<file path="src/logic/fip_pkg.sv">
// Shared constants for the flag, interrupt request and timer pin block
package fip_pkg;

   // Register bus geometry
   localparam int ADDR_W = 4;
   localparam int DATA_W = 16;

   // Register offsets (word index on the plain register port)
   localparam logic [3:0] ADDR_FLAG_DIR = 4'h0;
   localparam logic [3:0] ADDR_FLAG_OUT = 4'h1;
   localparam logic [3:0] ADDR_FLAG_IN = 4'h2;
   localparam logic [3:0] ADDR_IRQ_EN = 4'h3;
   localparam logic [3:0] ADDR_IRQ_MODE = 4'h4;
   localparam logic [3:0] ADDR_EVT_STAT = 4'h5;
   localparam logic [3:0] ADDR_EVT_MASK = 4'h6;
   localparam logic [3:0] ADDR_STRAP = 4'h7;
   localparam logic [3:0] ADDR_IRQ_REQ = 4'h8;

   // Event status and mask layout
   localparam int EVT_W = 9;
   localparam int EVT_IRQ_LSB = 0;
   localparam int EVT_TMR_BIT = 4;
   localparam int EVT_COND_LSB = 5;

   // Strap register layout
   localparam int STRAP_TMR_BIT = 0;
   localparam int STRAP_BOOT_BIT = 1;
   localparam int STRAP_PEND_BIT = 2;

   // Reset values and the interrupt boot enable value
   localparam logic [3:0] RST_FLAG_DIR = 4'h0;
   localparam logic [3:0] RST_FLAG_OUT = 4'h0;
   localparam logic [3:0] RST_IRQ_EN = 4'h0;
   localparam logic [3:0] RST_IRQ_MODE = 4'h0;
   localparam logic [8:0] RST_EVT_MASK = 9'h000;
   localparam logic [3:0] BOOT_IRQ_EN = 4'hf;

endpackage : fip_pkg

</file>
<file path="src/logic/fip_sync.sv">
// Three-stage pin synchroniser with agreement filter
`timescale 1ns/1ps
module fip_sync #(
   parameter int W = 4
) (
   // Clock
   input wire logic CLK_I,
   // Data
   input wire logic [W-1:0] d_i,
   output logic [W-1:0] q_o
);
   typedef struct packed {
      logic [W-1:0] s1;
      logic [W-1:0] s2;
      logic [W-1:0] s3;
      logic [W-1:0] q;
   } fip_sync_st_t;

   fip_sync_st_t st;
   fip_sync_st_t next_st;

   initial begin
      if (W < 1) begin
         $error("fip_sync: W must be at least 1");
      end
   end

   // No reset: straps must pass while reset is held
   always_comb begin
      next_st = st;
      next_st.s1 = d_i;
      next_st.s2 = st.s1;
      next_st.s3 = st.s2;
      // Stage one feeds only stage two; accept a bit once stages two and three agree
      next_st.q = (st.s2 & st.s3) | (st.q & (st.s2 ^ st.s3));
   end

   always_ff @(posedge CLK_I) begin
      st <= next_st;
   end

   assign q_o = st.q;

endmodule : fip_sync

</file>
<file path="src/logic/fip_irq_in.sv">
// One external interrupt request channel: edge latch or level follow
`timescale 1ns/1ps
module fip_irq_in (
   // Clock and reset
   input wire logic CLK_I,
   input wire logic RST_I,
   // Synchronised request, active high
   input wire logic asserted_i,
   // Control
   input wire logic en_i,
   input wire logic edge_i,
   input wire logic ack_i,
   // Results
   output logic req_o,
   output logic evt_o
);
   typedef struct packed {
      logic prev;
      logic pend;
      logic req;
      logic evt;
   } fip_irq_st_t;

   fip_irq_st_t st;
   fip_irq_st_t next_st;
   logic rise;

   always_comb begin
      next_st = st;
      rise = asserted_i & ~st.prev;
      next_st.prev = asserted_i;
      // New edge wins over an acknowledge in the same cycle
      next_st.pend = en_i & edge_i & (rise | (st.pend & ~ack_i)); // see RL5
      next_st.req = edge_i ? next_st.pend : (en_i & asserted_i); // see RL4 see RL5
      next_st.evt = en_i & rise;
      if (RST_I) begin
         next_st = '0;
      end
   end

   always_ff @(posedge CLK_I) begin
      st <= next_st;
   end

   assign req_o = st.req;
   assign evt_o = st.evt;

endmodule : fip_irq_in

</file>
<file path="src/logic/fip_top.sv">
// Condition pins, external interrupt requests and timer 0 expiry pin
//
// Function
// RL1 - Four condition pins each have their own direction bit, input or output.
// RL2 - After reset every condition pin is an input with its driver off.
// RL3 - The synchronised level of each condition pin goes to the program sequencer.
// RL4 - An asserted and enabled interrupt request input raises its request to the interrupt controller.
// RL5 - Each request input is set independently to latch an edge or to follow the level.
// RL6 - Requests stay disabled after reset unless the boot strap selects interrupt boot and vectors are ready.
// RL7 - Each timer 0 expiry produces exactly one pulse on the timer expired pin.
// RL8 - During reset the timer pin is an input strap sampled by the device, and is driven only after reset.
// RL9 - Every asynchronous pin input passes a synchroniser before any use.
//
// Design decisions made here: the register addresses and the address-and-strobe port.
`timescale 1ns/1ps
module fip_top
   import fip_pkg::*;
#(
   parameter int N_COND = 4,
   parameter int N_IRQ = 4
) (
   // Clock and reset
   input wire logic CLK_I,
   input wire logic RST_I,
   // Register port
   input wire logic [ADDR_W-1:0] ADDR_I,
   input wire logic [DATA_W-1:0] WDATA_I,
   input wire logic WE_I,
   input wire logic RE_I,
   output logic [DATA_W-1:0] RDATA_O,
   // Condition pins
   input wire logic [N_COND-1:0] COND_PINS_I,
   output logic [N_COND-1:0] COND_PINS_O,
   output logic [N_COND-1:0] COND_PINS_OE_O,
   // Condition levels to the program sequencer
   output logic [N_COND-1:0] COND_LEVEL_O,
   // External interrupt request pins, active low
   input wire logic [N_IRQ-1:0] EXT_IRQ_N_I,
   // Interrupt controller side
   output logic [N_IRQ-1:0] IRQ_REQ_O,
   input wire logic [N_IRQ-1:0] IRQ_ACK_I,
   input wire logic VEC_INIT_I,
   // Interrupt boot strap pin
   input wire logic IRQ_BOOT_STRAP_I,
   // Timer 0
   input wire logic TIMER0_EXPIRE_I,
   input wire logic TIMER0_EXPIRED_OUT_I,
   output logic TIMER0_EXPIRED_OUT_O,
   output logic TIMER0_EXPIRED_OUT_OE_O,
   output logic TIMER0_STRAP_O,
   // Block interrupt
   output logic INT_O
);

   initial begin
      if (N_COND != 4) begin
         $error("fip_top: N_COND must be 4 to match the register layout");
      end
      if (N_IRQ != 4) begin
         $error("fip_top: N_IRQ must be 4 to match the register layout");
      end
   end

   typedef struct packed {
      logic [3:0] dir;
      logic [3:0] dout;
      logic [3:0] oe;
      logic [3:0] en;
      logic [3:0] mode;
      logic [8:0] stat;
      logic [8:0] mask;
      logic [3:0] cond_prev;
      logic cond_valid;
      logic tmr_strap;
      logic boot_strap;
      logic boot_pend;
      logic exp_prev;
      logic tmr_o;
      logic tmr_oe;
      logic int_o;
      logic [DATA_W-1:0] rdata;
   } fip_top_st_t;

   fip_top_st_t st;
   fip_top_st_t next_st;

   // Synchronised pin levels and per-channel request outputs
   logic [3:0] cond_sync;
   logic [3:0] irq_n_sync;
   logic [1:0] strap_sync;
   logic [3:0] irq_req;
   logic [3:0] irq_evt;

   // Write decode, timer edge and event detection helpers
   logic wr_hit;
   logic [3:0] wr_addr;
   logic exp_rise;
   logic [8:0] evt_set;
   logic [3:0] cond_chg;

   function automatic logic [DATA_W-1:0] fip_zext4(input logic [3:0] v);
      fip_zext4 = {{(DATA_W-4){1'b0}}, v};
   endfunction : fip_zext4

   function automatic logic [DATA_W-1:0] fip_zext9(input logic [8:0] v);
      fip_zext9 = {{(DATA_W-9){1'b0}}, v};
   endfunction : fip_zext9

   // Every asynchronous pin goes through the three-stage synchroniser and its filter flop first
   fip_sync #(
      .W(4)
   ) u_cond_sync (
      .CLK_I(CLK_I),
      .d_i(COND_PINS_I),
      .q_o(cond_sync)
   ); // see RL9

   fip_sync #(
      .W(4)
   ) u_irq_sync (
      .CLK_I(CLK_I),
      .d_i(EXT_IRQ_N_I),
      .q_o(irq_n_sync)
   ); // see RL9

   fip_sync #(
      .W(2)
   ) u_strap_sync (
      .CLK_I(CLK_I),
      .d_i({IRQ_BOOT_STRAP_I, TIMER0_EXPIRED_OUT_I}),
      .q_o(strap_sync)
   ); // see RL9

   // Per-channel request logic
   genvar gi;
   generate
      for (gi = 0; gi < 4; gi++) begin : g_irq
         fip_irq_in u_irq (
            .CLK_I(CLK_I),
            .RST_I(RST_I),
            .asserted_i(~irq_n_sync[gi]),
            .en_i(st.en[gi]),
            .edge_i(st.mode[gi]),
            .ack_i(IRQ_ACK_I[gi]),
            .req_o(irq_req[gi]),
            .evt_o(irq_evt[gi])
         ); // see RL4 see RL5
      end
   endgenerate

   always_comb begin
      next_st = st;
      wr_hit = WE_I;
      wr_addr = ADDR_I;

      // Timer expiry is a level from the timer; one pulse per rising edge
      exp_rise = TIMER0_EXPIRE_I & ~st.exp_prev; // see RL7
      next_st.exp_prev = TIMER0_EXPIRE_I;

      // Input change detection on pins set as inputs
      cond_chg = (cond_sync ^ st.cond_prev) & ~st.dir & {4{st.cond_valid}};
      next_st.cond_prev = cond_sync;
      next_st.cond_valid = 1'b1;

      evt_set = '0;
      evt_set[EVT_IRQ_LSB +: 4] = irq_evt;
      evt_set[EVT_TMR_BIT] = exp_rise & st.tmr_oe;
      evt_set[EVT_COND_LSB +: 4] = cond_chg;

      // Register writes
      if (wr_hit) begin
         case (wr_addr)
            ADDR_FLAG_DIR: begin
               next_st.dir = WDATA_I[3:0]; // see RL1
            end
            ADDR_FLAG_OUT: begin
               next_st.dout = WDATA_I[3:0];
            end
            ADDR_IRQ_EN: begin
               // Software takes over; a pending boot enable is dropped
               next_st.en = WDATA_I[3:0];
               next_st.boot_pend = 1'b0;
            end
            ADDR_IRQ_MODE: begin
               next_st.mode = WDATA_I[3:0]; // see RL5
            end
            ADDR_EVT_STAT: begin
               next_st.stat = st.stat & ~WDATA_I[8:0];
            end
            ADDR_EVT_MASK: begin
               next_st.mask = WDATA_I[8:0];
            end
            default: begin
               next_st.dir = st.dir;
            end
         endcase
      end

      // Hardware set wins over a write-one-to-clear in the same cycle
      next_st.stat = next_st.stat | evt_set;

      // Boot by interrupt: enable all requests once vectors are initialised
      if (st.boot_pend && VEC_INIT_I && !wr_hit) begin
         next_st.en = BOOT_IRQ_EN; // see RL6
         next_st.boot_pend = 1'b0;
      end

      // Output drivers follow direction
      next_st.oe = next_st.dir; // see RL1

      // Timer pin driven only once out of reset
      next_st.tmr_oe = 1'b1; // see RL8
      next_st.tmr_o = exp_rise; // see RL7

      next_st.int_o = |(next_st.stat & next_st.mask);

      // Registered read data, valid the cycle after the strobe
      next_st.rdata = '0;
      if (RE_I) begin
         case (ADDR_I)
            ADDR_FLAG_DIR: begin
               next_st.rdata = fip_zext4(st.dir);
            end
            ADDR_FLAG_OUT: begin
               next_st.rdata = fip_zext4(st.dout);
            end
            ADDR_FLAG_IN: begin
               next_st.rdata = fip_zext4(cond_sync);
            end
            ADDR_IRQ_EN: begin
               next_st.rdata = fip_zext4(st.en);
            end
            ADDR_IRQ_MODE: begin
               next_st.rdata = fip_zext4(st.mode);
            end
            ADDR_EVT_STAT: begin
               next_st.rdata = fip_zext9(st.stat);
            end
            ADDR_EVT_MASK: begin
               next_st.rdata = fip_zext9(st.mask);
            end
            ADDR_STRAP: begin
               next_st.rdata[STRAP_TMR_BIT] = st.tmr_strap;
               next_st.rdata[STRAP_BOOT_BIT] = st.boot_strap;
               next_st.rdata[STRAP_PEND_BIT] = st.boot_pend;
            end
            ADDR_IRQ_REQ: begin
               next_st.rdata = fip_zext4(irq_req);
            end
            default: begin
               next_st.rdata = '0;
            end
         endcase
      end

      // Synchronous reset; straps are sampled for as long as reset is held
      if (RST_I) begin
         next_st = '0;
         next_st.dir = RST_FLAG_DIR; // see RL2
         next_st.oe = '0; // see RL2
         next_st.dout = RST_FLAG_OUT;
         next_st.en = RST_IRQ_EN; // see RL6
         next_st.mode = RST_IRQ_MODE;
         next_st.mask = RST_EVT_MASK;
         next_st.tmr_oe = 1'b0; // see RL8
         next_st.tmr_strap = strap_sync[0]; // see RL8
         next_st.boot_strap = strap_sync[1];
         next_st.boot_pend = strap_sync[1]; // see RL6
         next_st.exp_prev = TIMER0_EXPIRE_I;
      end
   end

   always_ff @(posedge CLK_I) begin
      st <= next_st;
   end

   // Level to the sequencer comes from the filter flop; pins driven out read back
   assign COND_LEVEL_O = cond_sync; // see RL3
   assign COND_PINS_O = st.dout;
   assign COND_PINS_OE_O = st.oe;
   assign IRQ_REQ_O = irq_req;
   assign TIMER0_EXPIRED_OUT_O = st.tmr_o;
   assign TIMER0_EXPIRED_OUT_OE_O = st.tmr_oe;
   assign TIMER0_STRAP_O = st.tmr_strap;
   assign INT_O = st.int_o;
   assign RDATA_O = st.rdata;

endmodule : fip_top

</file>
<file path="config.mk">
export PLATFORM = sky130hd
export DESIGN_NAME = fip_top
export DESIGN_NICKNAME = d
export VERILOG_FILES = /design/src/logic/fip_pkg.sv /design/src/logic/fip_sync.sv /design/src/logic/fip_irq_in.sv /design/src/logic/fip_top.sv
export SDC_FILE = /design/constraint.sdc
export NUM_CORES = 1
export LEC_CHECK = 0
export ABC_AREA = 1
export BUFFER_PORTS_ARGS = -buffer_cell sky130_fd_sc_hd__buf_4
export CAP_MARGIN = 0
export CORE_ASPECT_RATIO = 1.4
export CORE_UTILIZATION = 25
export DETAILED_ROUTE_END_ITERATION = 6
export GPL_TIMING_DRIVEN = 0
export HOLD_SLACK_MARGIN = 0.03
export PLACE_DENSITY_LB_ADDON = 0.25
export SYNTH_ARGS = -nofsm -noshare
export SYNTH_HDL_FRONTEND = slang
export SYNTH_SLANG_ARGS = --single-unit
</file>
<file path="constraint.sdc">
create_clock -name CLK_I -period 1 [get_ports CLK_I]
set_input_delay 0.05 -clock CLK_I [delete_from_list [all_inputs] [get_ports CLK_I]]
set_output_delay 0.05 -clock CLK_I [all_outputs]
set_load 0.01 [all_outputs]
</file>
==> flow_summary_export.csv <==
group,metric,value,unit
route,drt_iter0_drc,160,
timing,fin_ws,-0.1215,ns
timing,fmax,891.7,MHz
yosys,syn_area,4148,um^2
yosys,synth_edf_count,3,
worst_setup_path,startpoint_type,"register",
die,dieArea,17120,um^2
die,core_area,16170,um^2
worst_setup_path,required,1.23,ns
die,placementRows,55,
worst_setup_path,crit_top_cell,"nand2_1",
global_routing,grt_pass1_vias,3261,
yosys,synth_top_cell_by_area,"dfxtp_1",
status,status,"complete, but fails checks",
global_routing,grt_max_degree,19,
route,post_drt_wl_per_cell,13.70,um
final_layout,drive_gt1_share,32.99,%
placement,dpl_cell_area,4882,um^2
final_layout,areaGrowthSynthToFinish,35.60,%
yosys,avgSynthCellArea,8.769,um^2
placement,gp_congestion,0.8366,
clock_network,cts_tree,"done",
worst_setup_path,worstSetupPathType,"reg2reg",
worst_setup_path,cp_slowest_stage_delay,0.35,ns
placement,place_ws,-0.5604,ns
route,dr.pass1.iters,4,
worst_setup_path,worst-path-buf-inv,0,
yosys,synth_seq_cells,110,
placement,port_buffers,60,
power_and_ir_drop,power,9.030,mW
yosys,synth-main-ff-cell,"dfxtp_1",
timing,min_period,1.121,ns
route,vias_per_cell,4.326,
clock_network,cts.sinks,110,
clock_network,clockBufferDepth,2,
timing,slew_viol_final,0,
global_routing,antenna_found_initial,0,
route,drc,0,
final_layout,mostFrequentLayoutCell,"nand2_1",
clock_network,clk_latency,0.35,ns
timing,finalSetupViolations,4,
timing,tightest_slew,0.5602,ns
route,antenna_left,0,
die,ios,76,
final_layout,design_area,5624,um^2
timing,finClkSkew,0.009449,ns
worst_setup_path,cp_top_family,"simple AND/OR/NAND/NOR gates",
clock_network,numCtsBuffers,9,
die,die_x,110.9,um
worst_setup_path,cp_slowest_cell,"dfxtp_2",
worst_setup_path,crit_arrival,1.35,ns
timing,timing_hold_violations_final,0,
run,max-cap-violations,0,
final_layout,most-common-layout-cells,"90 x nand2_1, 89 x dfxtp_1, 85 x buf_4",
final_layout,utilization,34.78,%
yosys,syn_inst,473,
yosys,yosys_warnings,0,
hold_path,hold_class,"in2reg",
route,num_vias,3366,
global_routing,grt_overflow,0,
global_routing,grt_util_all_layers,12.78,%
global_routing,grt_pass1_wl,16780,um
worst_setup_path,worstPathCellList,"o21a_1, nand3_1, nand2_1, nand2_1, nand2_1, nor2_2, a21oi_2",
power_and_ir_drop,p_per_area,1606,nW/um^2
die,die_h,154.4,um
placement,place_hpwl,7894,um
status,violations,"setup timing",
route,routed_wl,10660,um
final_layout,antenna_cells,0,
yosys,yosysTopAreaCellShare,51.64,%
timing,finalCritPeriodShare,112.1,%
power_and_ir_drop,ir_drop,0.8060,mV
yosys,synth_cell_types,36,
worst_setup_path,critical_path.max_fanout,5,
timing,relSlewSlack,62.65,%
die,start_util,25.65,%
yosys,synth.area.top_cells,"dfxtp_1 52%, nand2_1 8.6%, buf_4 6.2%",
worst_setup_path,end_kind,"register",
yosys,async_flop_share,0,%
clock_network,ctsHtreeMaxLevel,3,
timing,finalSetupTns,-0.1446,ns
clock_network,cts.reportedPaths.clkPinSlew,0.07,ns
power_and_ir_drop,p_leak,2.493,nW
yosys,yosysSeqAreaShare,53.82,%
timing,rsz0062_at_grt,"true",
final_layout,final_nets,625,
clock_network,root_buffer,"clkbuf_16",
==> cell families (layout without fill, tap and decap cells) <==
group | count (synthesis) | after routing | share of synthesized area (%)
and+or+nand+nor | 173 | 173 | 18.16
AOI/OAI and AO/OA | 88 | 88 | 13.36
buffers and inverters | 91 | 191 | 11.55
adders and majority gates | 10 | 10 | 3.017
DFF | 110 | 110 | 53.82
other | 1 | 7 | 0.09041
==> flip-flops by register name, summed over array words and instances, names as in the netlist <==
| signal | cells |
|---|---|
| COND_PINS_O | 4 |
| COND_PINS_OE_O | 4 |
| INT_O | 1 |
| RDATA_O | 9 |
| TIMER0_EXPIRED_OUT_O | 1 |
| TIMER0_STRAP_O | 1 |
| g_irq.u_irq.evt_o | 4 |
| g_irq.u_irq.req_o | 4 |
| g_irq.u_irq.st | 8 |
| st | 34 |
| u_cond_sync.next_st | 8 |
| u_cond_sync.q_o | 4 |
| u_cond_sync.st | 4 |
| u_irq_sync.next_st | 8 |
| u_irq_sync.q_o | 4 |
| u_irq_sync.st | 4 |
| u_strap_sync.next_st | 4 |
| u_strap_sync.q_o | 2 |
| u_strap_sync.st | 2 |
==> worst paths after layout <==
path                                       start                             end  slack (ns)  cells past startpoint
setup / recovery      u_cond_sync.q_o[0]$_DFF_P_                INT_O$_SDFF_PP0_       -0.12                      7
hold / removal                        WDATA_I[2]  COND_PINS_OE_O[2]$_SDFFE_PP0P_        0.03                      3
setup reg to reg      u_cond_sync.q_o[0]$_DFF_P_                INT_O$_SDFF_PP0_       -0.12                      7
hold reg to reg   u_cond_sync.next_st[8]$_DFF_P_  u_cond_sync.next_st[4]$_DFF_P_        0.32                      0
==> where the power goes <==
part           internal, mW  switching, mW
combinational         0.452          0.464
sequential             4.63          0.140
clock                  1.70           1.64
==> worst register-to-register path, delay by kind of cell, from the launching register on <==
kind	cells	cell delay, ns
compound gates	2	0.25
simple gates	5	0.40
flops	1	0.35
==> layer usage <==
layer	GRT usage [%]	vias up	wire, um
met2	23.22	95	5446
met5	0	-	0
met3	3.017	18	526
met4	5.778	0	289
li1	-	1706	-
met1	14.00	1547	4400
==> per-stage QoR <==
stage,hold WS (ns),instances
after floorplan,0.07772,479
after global placement,0.1549,738
after detailed placement,0.1556,738
after CTS,0.03012,774
after global routing,0.04071,778
final,0.03256,778
==> synthesized netlist by cell type (2+ instances only) <==
cell,instances
dfxtp_1,107
nand2_1,95
inv_1,45
nor2_1,36
buf_4,34
a21oi_1,31
nand3_1,21
o21ai_0,11
a21o_1,10
ha_1,10
a211oi_1,8
nor3_1,8
o22ai_1,8
a31o_2,4
clkbuf_1,4
nor2_2,4
o21a_1,4
o21ai_2,4
edfxtp_1,3
inv_2,3
nand3b_1,3
nor2_4,3
buf_2,2
o211ai_1,2
o21ai_1,2
==> cell type report <==
type                            count  area [um^2]
Sequential cell                   110         2260
Inverter                           49        185.2
Buffer                             41        305.3
Fill cell                        1663        10550
Clock buffer                        9        225.2
Multi-Input combinational cell    278         1605
Clock inverter                      6        46.29
Tap cell                          199        249.0
Timing Repair Buffer               86        748.2
==> timing repair <==
item / CTS / global route
pin swaps: 5 / 8
gates resized for setup: 34 / 40
setup buffers: 1 / 5
endpoints found under the setup margin: 47 / 26
hold buffers: 20 / 0
endpoints found under the hold margin: 24 / 0
No activity file was read; power rests on OpenSTA's default activity.
